<file path="config.mk">
export PLATFORM = sky130hd
export DESIGN_NAME = isc_cfg_top
export DESIGN_NICKNAME = d
export VERILOG_FILES = /design/src/include/isc_pkg.sv /design/src/include/isc_chan_if.sv /design/src/verilog/isc_chan_evt.sv /design/src/verilog/isc_cfg_top.sv
export SDC_FILE = /design/constraint.sdc
export NUM_CORES = 1
export LEC_CHECK = 0
export BUFFER_PORTS_ARGS = -buffer_cell sky130_fd_sc_hd__buf_2
export CORE_MARGIN = 5
export CORE_UTILIZATION = 56
export DETAILED_ROUTE_END_ITERATION = 7
export PLACE_DENSITY_LB_ADDON = 0.2
export SYNTH_ARGS = -nofsm -noshare
export SYNTH_HDL_FRONTEND = slang
export SYNTH_SLANG_ARGS = --single-unit
</file>
<file path="constraint.sdc">
create_clock -name SYS_CLK -period 5.7 [get_ports SYS_CLK]
set_clock_uncertainty 0.2 [all_clocks]
set_input_delay 0.855 -clock SYS_CLK [delete_from_list [all_inputs] [get_ports SYS_CLK]]
set_output_delay 0.855 -clock SYS_CLK [all_outputs]
set_load 0.005 [all_outputs]
</file>
<file path="src/include/isc_pkg.sv">
// constants, types and register map of the i2c slave configuration slice
// assumes one system clock and an AXI4-Lite master with 32-bit data
// Summary of operation
// each channel has a read/write general call id register used only in slave mode.
// software writes zero to every reserved bit of the configuration register.
// with config bit 14 set a stop after a valid start and address match raises an interrupt.
// with config bit 11 set the device holds SCL low; clearing it releases SCL.
// with config bit 9 clear a tx fifo request fires right after the r/w bit falling clock edge.
// setting config bit 9 disables the tx fifo request interrupt.
// software answers the tx fifo request within 45 core cycles at 400 ksps and 41.78 MHz.
// with both general call enables set, the byte after a general call is compared with the id.
// writing one to config bit 8 clears the general call status; hardware then clears bit 8.
// both registers of both channels reset to zero.
package isc_pkg;
    localparam int NCH = 2;
    // =====================================================
    // register map (byte addresses)
    localparam logic [31:0] CH0_GCID_OFS = 32'hFFFF0828;
    localparam logic [31:0] CH0_CFG_OFS = 32'hFFFF082C;
    localparam logic [31:0] CH1_GCID_OFS = 32'hFFFF0928;
    localparam logic [31:0] CH1_CFG_OFS = 32'hFFFF092C;
    localparam logic [31:0] IRQ_STAT_OFS = 32'hFFFF0A00;
    localparam logic [31:0] IRQ_MASK_OFS = 32'hFFFF0A04;
    // =====================================================
    // configuration fields
    localparam int CFG_STOP_IE = 14;
    localparam int CFG_STRETCH = 11;
    localparam int CFG_TXREQ_DIS = 9;
    localparam int CFG_GC_CLR = 8;
    localparam int CFG_HWGC_EN = 4;
    localparam int CFG_GC_EN = 3;
    localparam int CFG_LOW_W = 8;
    localparam logic [31:0] CFG_WMASK = 32'h00004BFB;
    localparam logic [31:0] CFG_RST = 32'h00000000;
    localparam logic [7:0] GCID_RST = 8'h00;
    // =====================================================
    // interrupt status layout: channel n uses bits 4n..4n+2
    localparam int IRQ_STOP = 0;
    localparam int IRQ_TXREQ = 1;
    localparam int IRQ_HWGC = 2;
    localparam int IRQ_STRIDE = 4;
    localparam logic [7:0] IRQ_WMASK = 8'h77;
    localparam logic [7:0] IRQ_RST = 8'h00;
    // =====================================================
    // bus answers
    localparam logic [1:0] RESP_OKAY = 2'h0;
    localparam logic [1:0] RESP_SLVERR = 2'h2;
    typedef enum logic [2:0] {
        SEL_NONE = 3'h0,
        SEL_GCID0 = 3'h1,
        SEL_CFG0 = 3'h3,
        SEL_GCID1 = 3'h2,
        SEL_CFG1 = 3'h6,
        SEL_ISTAT = 3'h7,
        SEL_IMASK = 3'h5
    } isc_sel_t;
    typedef struct packed {
        logic st_seen;
        logic in_sess;
        logic gc_wait;
        logic gc_any;
        logic gc_hw;
        logic ev_stop;
        logic ev_txreq;
        logic ev_hwgc;
    } isc_chan_st_t;
    typedef struct packed {
        logic aw_got;
        logic w_got;
        logic [31:0] awaddr;
        logic [31:0] wdata;
        logic [3:0] wstrb;
        logic bvalid;
        logic [1:0] bresp;
        logic rvalid;
        logic [31:0] rdata;
        logic [1:0] rresp;
        logic [NCH-1:0][31:0] cfg;
        logic [NCH-1:0][7:0] gcid;
        logic [7:0] ists;
        logic [7:0] imask;
    } isc_top_st_t;
endpackage : isc_pkg

</file>
<file path="src/include/isc_chan_if.sv">
// per-channel link between the register file and the channel event logic
// assumes both ends run on the same system clock
`timescale 1ns/100ps
interface isc_chan_if;
    logic [31:0] cfg;
    logic [7:0] gcid;
    logic ev_stop;
    logic ev_txreq;
    logic ev_hwgc;
    logic gc_any;
    logic gc_hw;
    logic clr_done;
    modport regs (output cfg, gcid, input ev_stop, ev_txreq, ev_hwgc, gc_any, gc_hw, clr_done);
    modport chan (input cfg, gcid, output ev_stop, ev_txreq, ev_hwgc, gc_any, gc_hw, clr_done);
endinterface : isc_chan_if

</file>
<file path="src/verilog/isc_chan_evt.sv">
// event and general call logic of one i2c slave channel
// assumes the slave engine gives one-cycle pulses synchronous to clk
`timescale 1ns/100ps
module isc_chan_evt
    import isc_pkg::*;
(
    input wire logic clk,
    input wire logic rst,
    input wire logic start_det,
    input wire logic stop_det,
    input wire logic addr_match,
    input wire logic rw_fall,
    input wire logic gc_addr,
    input wire logic rx_valid,
    input wire logic [7:0] rx_byte,
    output logic scl_o,
    output logic scl_oe_n,
    isc_chan_if.chan bus
);
    isc_chan_st_t s_ff;
    isc_chan_st_t nxt_s;

    // =====================================================
    // next state
    always_comb begin
        nxt_s = s_ff;
        nxt_s.ev_stop = 1'b0;
        nxt_s.ev_txreq = 1'b0;
        nxt_s.ev_hwgc = 1'b0;
        if (bus.cfg[CFG_GC_CLR]) begin
            nxt_s.gc_any = 1'b0;
            nxt_s.gc_hw = 1'b0;
        end
        if (start_det) begin
            nxt_s.st_seen = 1'b1;
        end
        if (addr_match && (s_ff.st_seen || start_det)) begin
            nxt_s.in_sess = 1'b1;
        end
        if (stop_det) begin
            nxt_s.ev_stop = s_ff.in_sess && bus.cfg[CFG_STOP_IE];
            nxt_s.in_sess = 1'b0;
            nxt_s.st_seen = 1'b0;
            nxt_s.gc_wait = 1'b0;
        end
        nxt_s.ev_txreq = rw_fall && !bus.cfg[CFG_TXREQ_DIS];
        if (gc_addr && bus.cfg[CFG_GC_EN]) begin
            nxt_s.gc_any = 1'b1;
            nxt_s.gc_wait = bus.cfg[CFG_HWGC_EN];
        end
        if (rx_valid && s_ff.gc_wait) begin
            nxt_s.gc_wait = 1'b0;
            if (rx_byte == bus.gcid) begin
                nxt_s.gc_hw = 1'b1;
                nxt_s.ev_hwgc = 1'b1;
            end
        end
    end

    always_ff @(posedge clk) begin
        if (rst) begin
            s_ff <= '0;
        end else begin
            s_ff <= nxt_s;
        end
    end

    // =====================================================
    // outputs
    assign scl_o = 1'b0;
    assign scl_oe_n = !bus.cfg[CFG_STRETCH];
    assign bus.ev_stop = s_ff.ev_stop;
    assign bus.ev_txreq = s_ff.ev_txreq;
    assign bus.ev_hwgc = s_ff.ev_hwgc;
    assign bus.gc_any = s_ff.gc_any;
    assign bus.gc_hw = s_ff.gc_hw;
    assign bus.clr_done = bus.cfg[CFG_GC_CLR];
endmodule : isc_chan_evt

</file>
<file path="src/verilog/isc_cfg_top.sv">
// AXI4-Lite register file of both i2c channels with interrupt status and mask
// assumes slave engine pulses are synchronous to SYS_CLK
`timescale 1ns/100ps
module isc_cfg_top
    import isc_pkg::*;
(
    input wire logic SYS_CLK,
    input wire logic SYS_RST,
    input wire logic [31:0] S_AXI_AWADDR,
    input wire logic S_AXI_AWVALID,
    output logic S_AXI_AWREADY,
    input wire logic [31:0] S_AXI_WDATA,
    input wire logic [3:0] S_AXI_WSTRB,
    input wire logic S_AXI_WVALID,
    output logic S_AXI_WREADY,
    output logic [1:0] S_AXI_BRESP,
    output logic S_AXI_BVALID,
    input wire logic S_AXI_BREADY,
    input wire logic [31:0] S_AXI_ARADDR,
    input wire logic S_AXI_ARVALID,
    output logic S_AXI_ARREADY,
    output logic [31:0] S_AXI_RDATA,
    output logic [1:0] S_AXI_RRESP,
    output logic S_AXI_RVALID,
    input wire logic S_AXI_RREADY,
    input wire logic [NCH-1:0] START_DET,
    input wire logic [NCH-1:0] STOP_DET,
    input wire logic [NCH-1:0] ADDR_MATCH,
    input wire logic [NCH-1:0] RW_FALL,
    input wire logic [NCH-1:0] GC_ADDR,
    input wire logic [NCH-1:0] RX_VALID,
    input wire logic [NCH*8-1:0] RX_BYTE,
    output logic [NCH-1:0] SCL_O,
    output logic [NCH-1:0] SCL_OE_N,
    output logic [NCH-1:0] GC_ANY,
    output logic [NCH-1:0] GC_HW,
    output logic [NCH*CFG_LOW_W-1:0] CFG_LOW,
    output logic IRQ
);
    isc_top_st_t s_ff;
    isc_top_st_t nxt_s;
    logic aw_hs;
    logic w_hs;
    logic ar_hs;
    logic wr_commit;
    isc_sel_t wr_sel;
    logic [7:0] ev_vec;
    logic [NCH-1:0] clr_done;

    // =====================================================
    // helpers
    function automatic isc_sel_t reg_sel(input logic [31:0] addr);
        unique case (addr)
            CH0_GCID_OFS: reg_sel = SEL_GCID0;
            CH0_CFG_OFS: reg_sel = SEL_CFG0;
            CH1_GCID_OFS: reg_sel = SEL_GCID1;
            CH1_CFG_OFS: reg_sel = SEL_CFG1;
            IRQ_STAT_OFS: reg_sel = SEL_ISTAT;
            IRQ_MASK_OFS: reg_sel = SEL_IMASK;
            default: reg_sel = SEL_NONE;
        endcase
    endfunction : reg_sel

    function automatic logic [31:0] strb_merge(input logic [31:0] old, input logic [31:0] wd,
                                               input logic [3:0] strb);
        logic [31:0] r;
        r = old;
        for (int i = 0; i < 4; i++) begin
            if (strb[i]) begin
                r[i*8 +: 8] = wd[i*8 +: 8];
            end
        end
        strb_merge = r;
    endfunction : strb_merge

    // =====================================================
    // channels
    isc_chan_if chif [NCH] ();

    for (genvar c = 0; c < NCH; c++) begin : g_ch
        assign chif[c].cfg = s_ff.cfg[c];
        assign chif[c].gcid = s_ff.gcid[c];
        assign ev_vec[c*IRQ_STRIDE + IRQ_STOP] = chif[c].ev_stop;
        assign ev_vec[c*IRQ_STRIDE + IRQ_TXREQ] = chif[c].ev_txreq;
        assign ev_vec[c*IRQ_STRIDE + IRQ_HWGC] = chif[c].ev_hwgc;
        assign ev_vec[c*IRQ_STRIDE + 3] = 1'b0;
        assign clr_done[c] = chif[c].clr_done;
        assign GC_ANY[c] = chif[c].gc_any;
        assign GC_HW[c] = chif[c].gc_hw;
        assign CFG_LOW[c*CFG_LOW_W +: CFG_LOW_W] = s_ff.cfg[c][CFG_LOW_W-1:0];
        isc_chan_evt u_chan (
            .clk(SYS_CLK),
            .rst(SYS_RST),
            .start_det(START_DET[c]),
            .stop_det(STOP_DET[c]),
            .addr_match(ADDR_MATCH[c]),
            .rw_fall(RW_FALL[c]),
            .gc_addr(GC_ADDR[c]),
            .rx_valid(RX_VALID[c]),
            .rx_byte(RX_BYTE[c*8 +: 8]),
            .scl_o(SCL_O[c]),
            .scl_oe_n(SCL_OE_N[c]),
            .bus(chif[c])
        );
    end

    // =====================================================
    // bus handshakes
    assign S_AXI_AWREADY = !s_ff.aw_got && !s_ff.bvalid;
    assign S_AXI_WREADY = !s_ff.w_got && !s_ff.bvalid;
    assign S_AXI_ARREADY = !s_ff.rvalid;
    assign aw_hs = S_AXI_AWVALID && S_AXI_AWREADY;
    assign w_hs = S_AXI_WVALID && S_AXI_WREADY;
    assign ar_hs = S_AXI_ARVALID && S_AXI_ARREADY;
    assign wr_commit = (s_ff.aw_got || aw_hs) && (s_ff.w_got || w_hs) && !s_ff.bvalid;
    assign wr_sel = reg_sel(aw_hs ? S_AXI_AWADDR : s_ff.awaddr);

    // =====================================================
    // next state
    always_comb begin
        logic [31:0] wa;
        logic [31:0] wd;
        logic [3:0] ws;
        logic [31:0] old;
        logic [31:0] wr;
        wa = aw_hs ? S_AXI_AWADDR : s_ff.awaddr;
        wd = w_hs ? S_AXI_WDATA : s_ff.wdata;
        ws = w_hs ? S_AXI_WSTRB : s_ff.wstrb;
        old = '0;
        nxt_s = s_ff;
        if (aw_hs) begin
            nxt_s.aw_got = 1'b1;
            nxt_s.awaddr = S_AXI_AWADDR;
        end
        if (w_hs) begin
            nxt_s.w_got = 1'b1;
            nxt_s.wdata = S_AXI_WDATA;
            nxt_s.wstrb = S_AXI_WSTRB;
        end
        if (s_ff.bvalid && S_AXI_BREADY) begin
            nxt_s.bvalid = 1'b0;
        end
        for (int c = 0; c < NCH; c++) begin
            if (clr_done[c]) begin
                nxt_s.cfg[c][CFG_GC_CLR] = 1'b0;
            end
        end
        unique case (wr_sel)
            SEL_GCID0: old = {24'h000000, s_ff.gcid[0]};
            SEL_CFG0: old = s_ff.cfg[0];
            SEL_GCID1: old = {24'h000000, s_ff.gcid[1]};
            SEL_CFG1: old = s_ff.cfg[1];
            SEL_ISTAT: old = 32'h00000000;
            SEL_IMASK: old = {24'h000000, s_ff.imask};
            SEL_NONE: old = 32'h00000000;
        endcase
        wr = strb_merge(old, wd, ws);
        if (wr_commit) begin
            nxt_s.aw_got = 1'b0;
            nxt_s.w_got = 1'b0;
            nxt_s.bvalid = 1'b1;
            nxt_s.bresp = (reg_sel(wa) == SEL_NONE) ? RESP_SLVERR : RESP_OKAY;
            unique case (wr_sel)
                SEL_GCID0: nxt_s.gcid[0] = wr[7:0];
                SEL_CFG0: nxt_s.cfg[0] = wr & CFG_WMASK;
                SEL_GCID1: nxt_s.gcid[1] = wr[7:0];
                SEL_CFG1: nxt_s.cfg[1] = wr & CFG_WMASK;
                SEL_ISTAT: nxt_s.ists = s_ff.ists & ~(wd[7:0] & {8{ws[0]}});
                SEL_IMASK: nxt_s.imask = wr[7:0] & IRQ_WMASK;
                SEL_NONE: nxt_s.bresp = RESP_SLVERR;
            endcase
        end
        // events win over a clear in the same cycle
        nxt_s.ists = nxt_s.ists | ev_vec;
        if (s_ff.rvalid && S_AXI_RREADY) begin
            nxt_s.rvalid = 1'b0;
        end
        if (ar_hs) begin
            nxt_s.rvalid = 1'b1;
            nxt_s.rresp = RESP_OKAY;
            unique case (reg_sel(S_AXI_ARADDR))
                SEL_GCID0: nxt_s.rdata = {24'h000000, s_ff.gcid[0]};
                SEL_CFG0: nxt_s.rdata = s_ff.cfg[0];
                SEL_GCID1: nxt_s.rdata = {24'h000000, s_ff.gcid[1]};
                SEL_CFG1: nxt_s.rdata = s_ff.cfg[1];
                SEL_ISTAT: nxt_s.rdata = {24'h000000, s_ff.ists};
                SEL_IMASK: nxt_s.rdata = {24'h000000, s_ff.imask};
                SEL_NONE: begin
                    nxt_s.rdata = 32'h00000000;
                    nxt_s.rresp = RESP_SLVERR;
                end
            endcase
        end
    end

    always_ff @(posedge SYS_CLK) begin
        if (SYS_RST) begin
            s_ff <= '0;
            s_ff.cfg <= {NCH{CFG_RST}};
            s_ff.gcid <= {NCH{GCID_RST}};
            s_ff.ists <= IRQ_RST;
            s_ff.imask <= IRQ_RST;
        end else begin
            s_ff <= nxt_s;
        end
    end

    // =====================================================
    // outputs
    assign S_AXI_BVALID = s_ff.bvalid;
    assign S_AXI_BRESP = s_ff.bresp;
    assign S_AXI_RVALID = s_ff.rvalid;
    assign S_AXI_RDATA = s_ff.rdata;
    assign S_AXI_RRESP = s_ff.rresp;
    assign IRQ = |(s_ff.ists & s_ff.imask);
endmodule : isc_cfg_top

</file>
==> results of run 1 <==
## flip-flops by register name, summed over array words and instances, names as in the netlist, 6 cells and up
signal / count
g_ch.u_chan.s_ff: 6
chif.gcid: 16
s_ff: 62
S_AXI_RDATA: 12
chif.cfg: 22
## kinds of logic (layout without fill, tap and decap cells)
logic type / count (synthesis) / count (layout) / synth area share (%)
buffers and inverters: 121 / 205 / 10.4
multiplexers: 46 / 46 / 7.00
AO/OA/AOI/OAI: 190 / 190 / 18.3
flip-flops: 132 / 132 / 38.3
AND/OR/NAND/NOR: 328 / 328 / 23.9
other: 1 / 26 / 0.0544
XOR/XNOR: 16 / 16 / 2.03
## where the power goes
group | switching (mW) | internal (mW)
Combinational | 0.163 | 0.0975
Sequential | 0.0200 | 0.957
Clock | 0.391 | 0.764
Total | 0.574 | 1.82
## placed cells by master, fill, tap and decap left out, types with 4 or more instances in the layout
| cell | synthesis | final |
|---|---|---|
| sky130_fd_sc_hd__buf_2 | 8 | 151 |
| sky130_fd_sc_hd__dfxtp_1 | 132 | 132 |
| sky130_fd_sc_hd__nand2_1 | 98 | 98 |
| sky130_fd_sc_hd__nor2_1 | 72 | 72 |
| sky130_fd_sc_hd__a21oi_1 | 67 | 67 |
| sky130_fd_sc_hd__nand3_1 | 47 | 47 |
| sky130_fd_sc_hd__mux2i_1 | 40 | 40 |
| sky130_fd_sc_hd__o21ai_0 | 35 | 35 |
| sky130_fd_sc_hd__conb_1 | 1 | 26 |
| sky130_fd_sc_hd__nand4_1 | 17 | 17 |
| sky130_fd_sc_hd__clkbuf_16 | 0 | 17 |
| sky130_fd_sc_hd__nor3_1 | 16 | 16 |
| sky130_fd_sc_hd__nor4_1 | 16 | 16 |
| sky130_fd_sc_hd__a211oi_1 | 16 | 16 |
| sky130_fd_sc_hd__a22oi_1 | 15 | 15 |
| sky130_fd_sc_hd__inv_1 | 14 | 14 |
| sky130_fd_sc_hd__and2_1 | 14 | 14 |
| sky130_fd_sc_hd__nand2b_1 | 10 | 10 |
| sky130_fd_sc_hd__xor2_1 | 10 | 10 |
| sky130_fd_sc_hd__o22ai_1 | 7 | 7 |
| sky130_fd_sc_hd__buf_4 | 63 | 7 |
| sky130_fd_sc_hd__o21a_1 | 6 | 6 |
| sky130_fd_sc_hd__xnor2_1 | 6 | 6 |
| sky130_fd_sc_hd__a211o_1 | 5 | 5 |
| sky130_fd_sc_hd__o41ai_2 | 5 | 5 |
| sky130_fd_sc_hd__nor4b_1 | 4 | 4 |
| sky130_fd_sc_hd__mux2_2 | 4 | 4 |
| sky130_fd_sc_hd__a32o_1 | 4 | 4 |
| sky130_fd_sc_hd__and3_1 | 4 | 4 |
| sky130_fd_sc_hd__o311ai_0 | 4 | 4 |
| sky130_fd_sc_hd__bufinv_16 | 0 | 4 |
## final cells by class
type                            count  area (µm²)
Inverter                           15        56.3
Sequential cell                   132        2640
Clock inverter                      9         150
Clock buffer                       23         478
Tap cell                          168         210
Fill cell                        1079        4080
Multi-Input combinational cell    606        3640
Timing Repair Buffer              158         808
## how the worst max path moves through the flow
stage	endpoint	slack (ns)	depth (start not counted)
2_1_floorplan	chif[0].cfg[4]$_SDFFE_PP0P_	2.66	9
3_3_place_gp	chif[0].cfg[3]$_SDFFE_PP0P_	1.26	8
3_5_place_dp	chif[0].cfg[7]$_SDFFE_PP0P_	1.21	8
4_1_cts	chif[0].cfg[3]$_SDFFE_PP0P_	1.63	8
5_1_grt	chif[0].cfg[3]$_SDFFE_PP0P_	1.33	7
6_report	chif[0].cfg[7]$_SDFFE_PP0P_	1.61	8
## metal layers
| layer | vias up | global-route usage (%) |
|---|---|---|
| met3 | 32 | 6.76 |
| met2 | 287 | 40.3 |
| met5 | - | 0 |
| met1 | 2912 | 32.9 |
| met4 | 0 | 9.14 |
| li1 | 3104 | - |
## through the flow
stage | power, mW | area [µm²] | hold slack (ns)
floorplan | 1.17 | 6990 | 0.228
global placement | 1.25 | 7350 | 0.240
detailed placement | 1.25 | 7350 | 0.243
CTS | 2.40 | 7980 | 0.252
global route | 2.47 | 7980 | 0.271
finish | 2.39 | 7980 | 0.249
## critical path: cells and delay by family
kind / cells / cell delay (ns)
simple gates: 4 / 2.26
buf+inv: 2 / 0.50
compound gates: 1 / 0.30
mux: 1 / 0.25
==> impl.org, run 1 <==
** Clock network
- CTS tree :: done
- Cts hold-fix bufs :: 0
- Insertion delay of the later-clocked pin in the worst-skew pair :: 0.42 ns
- Maximum buffer depth of the clock tree :: 2
- Number of clock sinks :: 132
- Once the clock tree was built, the setup fixing pass inserted 0 buffers.
- Post-cts gate resize count :: 0
- CTS clock-pin slew for the worst setup and hold paths :: 0.06 ns
- Cts bufs inserted :: 17
- The H-tree was split into 4 levels.
- Root Buffer :: sky130_fd_sc_hd__clkbuf_16

** Layout
- Final net count :: 1065
- After the flow finishes, the layout carries non-filler instances totaling 1111.
- Area growth from synthesis to layout :: 15.8%
- Share of cells above drive strength 1 :: 22.6%
- Final Core Density :: 66.2%
- Inserted Diodes :: 0

** Synthesis
- Of the synthesized area, sequential elements account for 38.3%.
- Count of distinct cell types in the synthesized netlist :: 71
- In the synthesized netlist, the number of instances is 834.
- After synthesis, the largest area contributor takes up 38.3% of total cell area.
- The most common cell in the synthesized netlist is sky130_fd_sc_hd__dfxtp_1.
- Top post-synthesis cells by count :: sky130_fd_sc_hd__dfxtp_1, sky130_fd_sc_hd__nand2_1, sky130_fd_sc_hd__nor2_1, sky130_fd_sc_hd__a21oi_1, sky130_fd_sc_hd__buf_4
- During synthesis, Yosys emitted a total of 0 warnings.
- The average instance in the mapped netlist occupies 8.27 µm².
- Top flip-flop cell by instance count after synthesis :: sky130_fd_sc_hd__dfxtp_1
- Top cells by area in the synthesized netlist :: sky130_fd_sc_hd__dfxtp_1, sky130_fd_sc_hd__buf_4, sky130_fd_sc_hd__mux2i_1, sky130_fd_sc_hd__nand2_1, sky130_fd_sc_hd__a21oi_1
- Number of synthesized flops with an enable pin :: 0
- Async set-reset flop share out of synthesis :: 0%
- Top cell type by total area after synthesis :: sky130_fd_sc_hd__dfxtp_1
- Number of synthesized register bits :: 132
- Netlist area before placement :: 6900 µm²

** Min path
- The path class of the tightest hold or removal check is flop to flop.
- The worst hold path begins at S_AXI_RDATA[4]$_SDFFE_PP0P_.
- For hold timing, the worst endpoint is S_AXI_RDATA[4]$_SDFFE_PP0P_.
- Hold Crit Depth :: 2

** Placement
- The congestion estimate from routability-driven global placement came to 0.854.
- Final HPWL from detailed placement :: 13.8 mm
- Port buffering added 152 buffers.
- Cell total after placement :: 1079
- Worst Setup Slack post-DPL :: 1.21 ns

** Floorplanning
- Die outline height :: 121 µm
- Initial cell density of the core :: 57.2%
- The die covers 14600 µm².
- Pin placement for this block handled 201 I/O pins.
- The die is 121 µm wide.
- Number of rows created at floorplan :: 40
- In this run the standard cell core region covers 12100 µm².

** Drt
- Wire segments on met2 add up to 8.69 mm in the final route.
- Dividing the detail-routed wire length by the instance count gives 17.1 µm.
- In this run, the number of DRC markers left after iteration 0 of detailed routing was 502.
- For this run, design rule violations remaining after detail routing come to 0.
- In this run the remaining antenna-violating nets after routing total 0.
- Routed met3 length :: 1.88 mm
- Top layer in use :: met4
- Final WL :: 19.0 mm
- Initial DRT Pass Iterations :: 5
- After detailed routing, the number of vias per cell comes to 5.70.
- Total vias in the final route :: 6335
- Length of routed wiring on met1 :: 8.06 mm

** STA
- Unrepaired setup endpoints after global routing :: false
- Setup total negative slack :: 0 ns
- Timing-limited maximum frequency :: 245 MHz
- Max Slew Vio Count :: 0
- Setup WS post-layout :: 1.61 ns
- The number of failing hold endpoints at the final stage came to 0.
- Transition time at the pin with the least slew margin :: 1.12 ns
- The final critical path takes up 71.7% of the cycle.
- Setup violations remaining at the end of the flow were counted as 0.
- Counting I/O delays and the setup requirement, the final critical path takes 4.09 ns.
- Headroom to the max-slew limit came out at 22.9%.

** Worst setup path
- The most critical setup path has its startpoint at S_AXI_AWVALID.
- In this run the register-to-register setup slack is 1.64 ns.
- Length in cells of the worst reg-to-reg path :: 7
- CP max stage delay :: 0.93 ns
- Arrival time worst endpoint :: 4.16 ns
- Cells along the critical path :: buf_2 > or3b_1 > buf_4 > a41oi_2 > nor4b_2 > and2_1 > mux2i_1 > nor3_1
- End of the worst register-to-register path :: chif[0].cfg[7]$_SDFFE_PP0P_
- Launching element type of the critical path :: input port
- Setup Crit Path Kind :: input port to flop
- In this run the worst path has a maximum fanout of 25.
- The startpoint identified for the worst register-to-register timing path is S_AXI_BVALID$_SDFFE_PP0P_.
- For this design, the slowest cell found on the critical path is sky130_fd_sc_hd__nor4b_2.
- STA classifies the critical path endpoint as a flop.
- At the worst endpoint, the required time is 5.77 ns.

** Global route
- For this run the aggregate overflow at the end of global routing stands at 0.
- The first global-routing pass estimated 29.3 mm of wire.
- Entering global routing, the biggest net connects 64 pins.
- All-Layer GR Usage :: 25.3%
- The initial antenna violation count is 0.
- The number of global-route vias before repair came to 5817.

** Power and ir drop
- VDD sags by at most 0.000300 V.
- PwrDens :: 300 nW/µm²
- In this run the static leakage power is 3.20 nW.

** Run
- The tool flagged a number of max-cap violations equal to 0.

** Run status
- The flow ran to the end, and the final reports show no timing, DRC or antenna violations.
Power figures use the tool's default switching activity.
==> inputs of run 2 (changes only) <==
--- a/config.mk
+++ b/config.mk
@@ -7,7 +7,7 @@
 export LEC_CHECK = 0
 export BUFFER_PORTS_ARGS = -buffer_cell sky130_fd_sc_hd__buf_2
 export CORE_MARGIN = 5
-export CORE_UTILIZATION = 56
+export CORE_UTILIZATION = 47
 export DETAILED_ROUTE_END_ITERATION = 7
 export PLACE_DENSITY_LB_ADDON = 0.2
 export SYNTH_ARGS = -nofsm -noshare
==> constraint.sdc (replaced) <==
create_clock -name SYS_CLK -period 3.5 [get_ports SYS_CLK]
set_clock_uncertainty 0.2 [all_clocks]
set_input_delay 0.525 -clock SYS_CLK [delete_from_list [all_inputs] [get_ports SYS_CLK]]
set_output_delay 0.525 -clock SYS_CLK [all_outputs]
set_load 0.005 [all_outputs]
==> run 2 against run 1 <==
Worst setup slack worse by 1.1 ns. Largest cell class unchanged. Sequential power is 63% higher. Cell count is 3.2% higher. Count of clock-buffer cells in the layout is 3 lower. Hold slack worse by 0.16 ns. Register-to-register slack worse by 1.1 ns. Critical path type is now flop to flop. Via count is 0.63% higher. Critical path depth is 1 lower. Utilization is 9.7 points lower. Largest power group unchanged. Sequential cell count stayed put. Clock power is 64% higher. Sequential share of layout area is 0.77 points lower.
==> impl.org, run 2 (synthesized netlist as in run 1, its figures left out) <==
** Worst setup path
- Start point of the critical path :: S_AXI_BVALID$_SDFFE_PP0P_ (was S_AXI_AWVALID)
- End of the worst register-to-register path :: chif[1].cfg[4]$_SDFFE_PP0P_ (was chif[0].cfg[7]$_SDFFE_PP0P_)
- The source of the worst register-to-register timing path is S_AXI_BVALID$_SDFFE_PP0P_ (unchanged).
- The type of element capturing the critical path is a flop (unchanged).
- The class of the most critical setup path is flop to flop (was input port to flop).
- Data required, critical path :: 3.59 ns (was 5.77 ns)
- The number of cells traversed by the worst register-to-register path came to 7 (unchanged).
- Worst reg-to-reg setup slack :: 0.52 ns (was 1.64 ns)
- The sort of element at the start of the critical path was a flop (was input port).
- Setup crit end :: chif[1].cfg[4]$_SDFFE_PP0P_ (was chif[0].cfg[7]$_SDFFE_PP0P_)
- The signal arrival time at the worst endpoint came to 3.06 ns (was 4.16 ns).
- Max Fanout on Critical Path :: 30 (was 25)

** Clock network
- Cts hold-fix bufs :: 0 (unchanged)
- The number of buffers added by the clock tree synthesis step was 17 (unchanged).
- The clock latency reported for the late side of the worst-skew pair came to 0.42 ns (about the same).
- CTS tree :: done (unchanged)
- The maximum buffer depth of the clock tree came to 2 (unchanged).
- The sink count of the clock tree is 132 (unchanged).
- H-tree lvl count :: 4 (unchanged)
- The clock-pin slew of the registers on the worst-case setup and hold paths was 0.06 ns (about the same).
- The number of setup buffers added after CTS is 0 (unchanged).
- The cell at the root of the clock tree is sky130_fd_sc_hd__clkbuf_16 (unchanged).
- Post-cts gate resize count :: 0 (unchanged)

** Placement
- Final HPWL from detailed placement :: 14.8 mm (was 13.8 mm)
- The total of buffers placed on input and output ports is 152 (unchanged).
- Global placer's final weighted congestion :: 0.877 (was 0.854)
- Cell total after placement :: 1115 (was 1079)

** Run
- MaxCap Viol Count :: 0 (unchanged)

** Min path
- Hold Crit Depth :: 2 (unchanged)
- Class of the tightest hold or removal check :: input port to flop (was flop to flop)

** Global route
- The residual overflow from global routing is 0 (unchanged).
- Number of antenna violations at the first check in global routing :: 0 (unchanged)
- Wire length of the first global-routing pass :: 31.1 mm (was 29.3 mm)
- Vias in the first global route :: 5953 (was 5817)
- The pin count of the biggest net entering global routing is 52 (was 64).
- The global-route total usage across every layer came to 22.2% (was 25.3%).

** Layout
- Commonest cells after routing, fill and taps aside :: sky130_fd_sc_hd__buf_2, sky130_fd_sc_hd__dfxtp_1, sky130_fd_sc_hd__nand2_1, sky130_fd_sc_hd__nor2_1, sky130_fd_sc_hd__a21oi_1 (unchanged)
- Commonest non-fill, non-tap cell in the layout :: sky130_fd_sc_hd__buf_2 (unchanged)
- Non-filler instance count after layout :: 1147 (was 1111)
- Largest registers: s_ff (62), chif.cfg (22), chif.gcid (16) (unchanged).
- Inserted Diodes :: 0 (unchanged)
- Largest register by flop count :: s_ff (unchanged)
- The proportion of layout cells with a drive suffix above 1 came to 24.4% (was 22.6%).
- The net count of the finished layout is 1085 (was 1065).
- The post-synthesis to final-layout area growth was 18.5% (was 15.8%).
- The flip-flop count of the largest register, all copies and words added was 62 (unchanged).

** Floorplanning
- The starting utilization of the core area was 47.6% (was 57.2%).
- The standard cell core area came to 14500 µm² (was 12100 µm²).
- Die outline height :: 131 µm (was 121 µm)
- Number of rows created at floorplan :: 44 (was 40)
- Die extent in x :: 131 µm (was 121 µm)
- The count of boundary I/O pins is 201 (unchanged).
- The area enclosed by the die boundary is 17200 µm² (was 14600 µm²).

** STA
- Unrepaired setup endpoints after global routing :: false (unchanged)
- Final hold violation count :: 0 (unchanged)
- The measured slew at the worst slew-check pin is 0.810 ns (was 1.12 ns).
- For the finished layout, the period the worst path requires is 2.98 ns.
- Timing-limited maximum frequency :: 336 MHz
- The number of slew-limit violations in the final report came to 0 (unchanged).
- The setup-violating endpoint count in the final report is 0 (unchanged).
- Setup total negative slack :: 0 ns (unchanged)
- The remaining max-slew budget at the tightest pin came to 45.2% (was 22.9%).
- Dividing the final minimum period by the clock period gives 85.0%.

** Drt
- Vias per Instance :: 5.56 (was 5.70)
- The via count was 6375 (was 6335).
- The number of remaining DRC errors is 0 (unchanged).
- The number of iterations in the first detailed-routing pass came to 5 (unchanged).
- Routed wirelength normalized by instance count :: 16.9 µm (was 17.1 µm)
- Final ANT Viol Nets :: 0 (unchanged)
- The violation count after the first detailed-routing iteration is 441 (was 502).
- Final WL :: 19.4 mm (was 19.0 mm)

** Power and ir drop
- Maximum VDD drop :: 0.000362 V (was 0.000300 V)
- The power per cell area was 481 nW/µm² (was 300 nW/µm²).
- The total leakage power came to 3.30 nW (was 3.20 nW).

** Run status
- Status: completed (unchanged).
run 2: cell type report:
class,instances,area [µm²]
fillers,1384,6310
repair buffers,178,971
inverters,15,56.3
flip-flops and latches,132,2640
well taps,184,230
multi-input cells,606,3640
clock buffers,20,457
clock inverters,12,178
run 2: worst min path at each step:
| stage | slack (ns) | to | startpoint |
|---|---|---|---|
| 6_report | 0.09 | S_AXI_RVALID$_SDFFE_PP0P_ | S_AXI_RREADY |
| 5_1_grt | 0.09 | S_AXI_RVALID$_SDFFE_PP0P_ | S_AXI_RREADY |
| 4_1_cts | 0.07 | S_AXI_RVALID$_SDFFE_PP0P_ | S_AXI_RREADY |
| 3_5_place_dp | 0.24 | S_AXI_RDATA[1]$_SDFFE_PP0P_ | S_AXI_RDATA[1]$_SDFFE_PP0P_ |
| 3_3_place_gp | 0.24 | S_AXI_RDATA[5]$_SDFFE_PP0P_ | S_AXI_RDATA[5]$_SDFFE_PP0P_ |
| 2_1_floorplan | 0.23 | g_ch[0].u_chan.bus.gc_hw$_SDFF_PP0_ | g_ch[0].u_chan.bus.gc_hw$_SDFF_PP0_ |
run 2: critical path, stage by stage (launching register included):
cell and delay (ns):
sky130_fd_sc_hd__dfxtp_1 0.39, sky130_fd_sc_hd__or3b_1 0.47, sky130_fd_sc_hd__buf_12 0.20, sky130_fd_sc_hd__mux2_2 0.28, sky130_fd_sc_hd__nand3_1 0.37, sky130_fd_sc_hd__or3_1 0.68, sky130_fd_sc_hd__nand3_1 0.16, sky130_fd_sc_hd__o21ai_0 0.09
run 2: routing by layer:
layer | wire length [µm] | global-route usage [%] | share of wire (%) | vias up
met5 | 0 | 0 | 0 | -
met4 | 374 | 7.27 | 1.9 | 0
met3 | 1630 | 6.65 | 8.4 | 30
met2 | 8630 | 34.3 | 44 | 252
met1 | 8780 | 29.6 | 45 | 2934
li1 | - | - | - | 3159
run 2: power breakdown:
part	internal, mW	switching, mW	leakage [nW]
sequential	1.56	0.0314	1.07
combinational	0.178	0.270	1.92
clock	1.23	0.664	0.299
total	2.96	0.966	3.30
run 2: per-stage QoR:
stage	setup slack (ns)	util [%]	total power, mW	hold slack, ns	cell area, µm²
3_5_place_dp	0.379	52.1	2.07	0.243	7540
2_1_floorplan	0.791	-	1.91	0.228	6990
4_1_cts	0.555	56.4	3.95	0.0741	8170
6_report	0.525	56.4	3.93	0.0899	8170
3_3_place_gp	0.398	52.1	2.06	0.239	7540
5_1_grt	0.321	56.4	4.09	0.0859	8170
==> inputs of run 3 (changes only) <==
--- a/config.mk
+++ b/config.mk
@@ -10,6 +10,7 @@
 export CORE_UTILIZATION = 47
 export DETAILED_ROUTE_END_ITERATION = 7
 export PLACE_DENSITY_LB_ADDON = 0.2
+export RECOVER_POWER = 50
 export SYNTH_ARGS = -nofsm -noshare
 export SYNTH_HDL_FRONTEND = slang
 export SYNTH_SLANG_ARGS = --single-unit
==> run 3 against run 2 <==
The run now ends with capacitance limit, slew limit left. Critical endpoint is now chif[0].cfg[3]$_SDFFE_PP0P_. Fmax decreased by 0.96%. Sequential cell count is the same. Total power about the same.
==> impl.org, run 3 (synthesized netlist as in run 1, its figures left out) <==
** Floorplanning
- The floorplan die height was 131 µm (unchanged).
- The number of rows created at floorplan came to 44 (unchanged).
- The area enclosed by the die boundary was 17200 µm² (unchanged).
- The starting utilization of the core area was 47.6% (unchanged).
- Number of primary I/O pins :: 201 (unchanged)
- The die outline width was 131 µm (unchanged).
- Area inside the core boundary :: 14500 µm² (unchanged)

** Min path
- Worst Hold Path EP :: S_AXI_RVALID$_SDFFE_PP0P_ (unchanged)
- The instance count along the most critical hold path was 2 (unchanged).
- The worst hold path startpoint is S_AXI_RREADY (unchanged).
- Class of the tightest hold or removal check :: input port to flop (unchanged)

** Clock network
- The clock tree from TritonCTS is done (unchanged).
- Cts bufs inserted :: 17 (unchanged)
- The maximum buffer depth of the clock tree came to 2 (unchanged).
- H-tree lvl count :: 4 (unchanged)
- CTS clock-pin slew for the worst setup and hold paths :: 0.06 ns (about the same)
- Post-cts gate resize count :: 0 (unchanged)
- Cts hold-fix bufs :: 0 (unchanged)
- Root Buffer :: sky130_fd_sc_hd__clkbuf_16 (unchanged)
- Number of clock sinks :: 132 (unchanged)
- The clock latency reported for the late side of the worst-skew pair is 0.42 ns (about the same).
- # Post-CTS Setup Buffers :: 0 (unchanged)

** Worst setup path
- Worst reg-to-reg setup slack :: 0.50 ns (was 0.52 ns)
- The capturing point of the worst reg2reg path is chif[0].cfg[3]$_SDFFE_PP0P_ (was chif[1].cfg[4]$_SDFFE_PP0P_).
- Data required, critical path :: 3.53 ns (was 3.59 ns)
- Start point of the critical path :: S_AXI_BVALID$_SDFFE_PP0P_ (unchanged)
- The largest fanout of any net on the critical path was 30 (unchanged).
- The number of cells traversed by the worst register-to-register path is 8 (was 7).
- Crit. End Element :: flop (unchanged)
- Worst reg2reg startpoint :: S_AXI_BVALID$_SDFFE_PP0P_ (unchanged)
- Setup Crit Path Kind :: flop to flop (unchanged)
- Launching element type of the critical path :: flop (unchanged)
- The signal arrival time at the worst endpoint is 3.03 ns (was 3.06 ns).

** Placement
- The HPWL after detailed placement came to 14.8 mm (unchanged).
- The total instance count after detailed placement is 1115 (unchanged).
- The final weighted congestion in routability-driven placement is 0.877 (unchanged).
- Buffers added on ports :: 152 (unchanged)
- Dpl cell area :: 7540 µm² (unchanged)

** STA
- The number of failing hold endpoints at the final stage came to 0 (unchanged).
- The post-route setup TNS was 0 ns (unchanged).
- The smallest hold slack came to 0.0868 ns (was 0.0899 ns).
- The remaining max-slew budget at the tightest pin is -19.0% (was 45.2%).
- Transition time at the pin with the least slew margin :: 1.79 ns (was 0.810 ns)
- Final worst-path cycle share :: 85.8% (was 85.0%)
- Unrepaired setup endpoints after global routing: false (unchanged).
- Period minus WS final :: 3.00 ns (was 2.98 ns)
- Final number of setup-violating endpoints :: 0 (unchanged)
- Timing-limited maximum frequency :: 333 MHz (was 336 MHz)
- The number of slew-limit violations in the final report was 39 (was 0).

** Layout
- The number of antenna cells inserted came to 0 (unchanged).
- The net count of the finished layout is 1085 (unchanged).
- The most common cell after layout, fill and taps aside was sky130_fd_sc_hd__dfxtp_1 (was sky130_fd_sc_hd__buf_2).
- Area growth from synthesis to layout :: 17.8% (was 18.5%)
- Largest registers: s_ff (62), chif.cfg (22), chif.gcid (16) (unchanged).
- The count of non-filler cells in the finished layout came to 1147 (unchanged).
- Commonest cells after routing, fill and taps aside: sky130_fd_sc_hd__dfxtp_1, sky130_fd_sc_hd__buf_2, sky130_fd_sc_hd__nand2_1, sky130_fd_sc_hd__nor2_1, sky130_fd_sc_hd__a21oi_1 (was sky130_fd_sc_hd__buf_2, sky130_fd_sc_hd__dfxtp_1, sky130_fd_sc_hd__nand2_1, sky130_fd_sc_hd__nor2_1, sky130_fd_sc_hd__a21oi_1).
- Largest register by flop count :: s_ff (unchanged)
- Post-route cell area :: 8130 µm² (was 8170 µm²)
- Share of cells above drive strength 1 :: 21.4% (was 24.4%)
- The flip-flop count of the largest register, all copies and words added came to 62 (unchanged).

** Power and ir drop
- Leakage power :: 3.18 nW (was 3.30 nW)
- The power per cell area came to 484 nW/µm² (was 481 nW/µm²).
- PnR Total Power :: 3.93 mW (about the same)
- Maximum VDD drop :: 0.000362 V (about the same)

** Drt
- Initial DRT Pass Iterations :: 5 (unchanged)
- The remaining antenna violation count after routing came to 0 (unchanged).
- Vias per Instance :: 5.52 (was 5.56)
- The via count is 6337 (was 6375).
- The number of remaining DRC errors came to 0 (unchanged).
- Routed wirelength normalized by instance count :: 17.0 µm (was 16.9 µm)
- First-iteration detailed-routing DRC count :: 433 (was 441)
- Final WL :: 19.4 mm (about the same)

** Global route
- Vias in the first global route :: 5953 (unchanged)
- Number of antenna violations at the first check in global routing :: 0 (unchanged)
- The first-pass GRT wire length is 31.1 mm (unchanged).
- All-Layer GR Usage :: 22.2% (unchanged)
- Maximum number of pins on one net before global-route repair :: 52 (unchanged)
- The residual overflow from global routing came to 0 (unchanged).

** Run status
- The checks that failed: capacitance limit, slew limit.
- Status :: finished with violations (was completed)

** Run
- MaxCap Viol Count :: 1 (was 0)
==> run 3: cell count changes in the layout (fill, tap and decap cells not counted) <==
cell | before | now
sky130_fd_sc_hd__and2_0 | 0 | 1
sky130_fd_sc_hd__and2_1 | 14 | 13
sky130_fd_sc_hd__buf_2 | 151 | 126
sky130_fd_sc_hd__buf_4 | 26 | 22
sky130_fd_sc_hd__clkbuf_1 | 1 | 30
==> run 3: layer usage <==
metal  share of wire [%]  wire length (µm)  global-route usage (%)
met1                  46              8960                    29.6
met2                  44              8610                    34.3
met3                 7.9              1540                    6.65
met4                 1.7               336                    7.27
met5                   0                 0                       0
==> run 3: critical path, stage by stage, from the launching register on <==
cell	delay, ns
sky130_fd_sc_hd__dfxtp_1	0.39
sky130_fd_sc_hd__or3b_1	0.47
sky130_fd_sc_hd__buf_12	0.20
sky130_fd_sc_hd__mux2i_4	0.28
sky130_fd_sc_hd__a21boi_0	0.20
sky130_fd_sc_hd__nor4b_2	0.32
sky130_fd_sc_hd__and2_1	0.44
sky130_fd_sc_hd__mux2i_1	0.24
sky130_fd_sc_hd__nor3_1	0.07
==> run 3: through the flow <==
stage	util [%]	worst slack (ns)
final	56.1	0.496
after global routing	56.1	0.246
after CTS	56.4	0.555
after detailed placement	52.1	0.379
after global placement	52.1	0.398
after floorplan	-	0.791
==> run 3: final cells by class <==
class / instances / area, µm²
clock inverter: 12 / 178
fill: 1405 / 6350
tap: 184 / 230
multi-input combinational: 606 / 3640
timing repair buffer: 178 / 925
clock buffer: 20 / 457
sequential: 132 / 2640
inverter: 15 / 56.3
==> run 3: worst max path at each step <==
stage,to
CTS,chif[0].cfg[3]$_SDFFE_PP0P_
global route,chif[0].cfg[3]$_SDFFE_PP0P_
floorplan,chif[0].cfg[4]$_SDFFE_PP0P_
detailed placement,chif[0].cfg[5]$_SDFFE_PP0P_
global placement,chif[0].cfg[5]$_SDFFE_PP0P_
finish,chif[0].cfg[3]$_SDFFE_PP0P_
==> run 3: report_power, final <==
part           switching, mW  internal [mW]
Sequential            0.0316           1.56
Combinational          0.270          0.174
Clock                  0.671           1.23
Total                  0.973           2.96
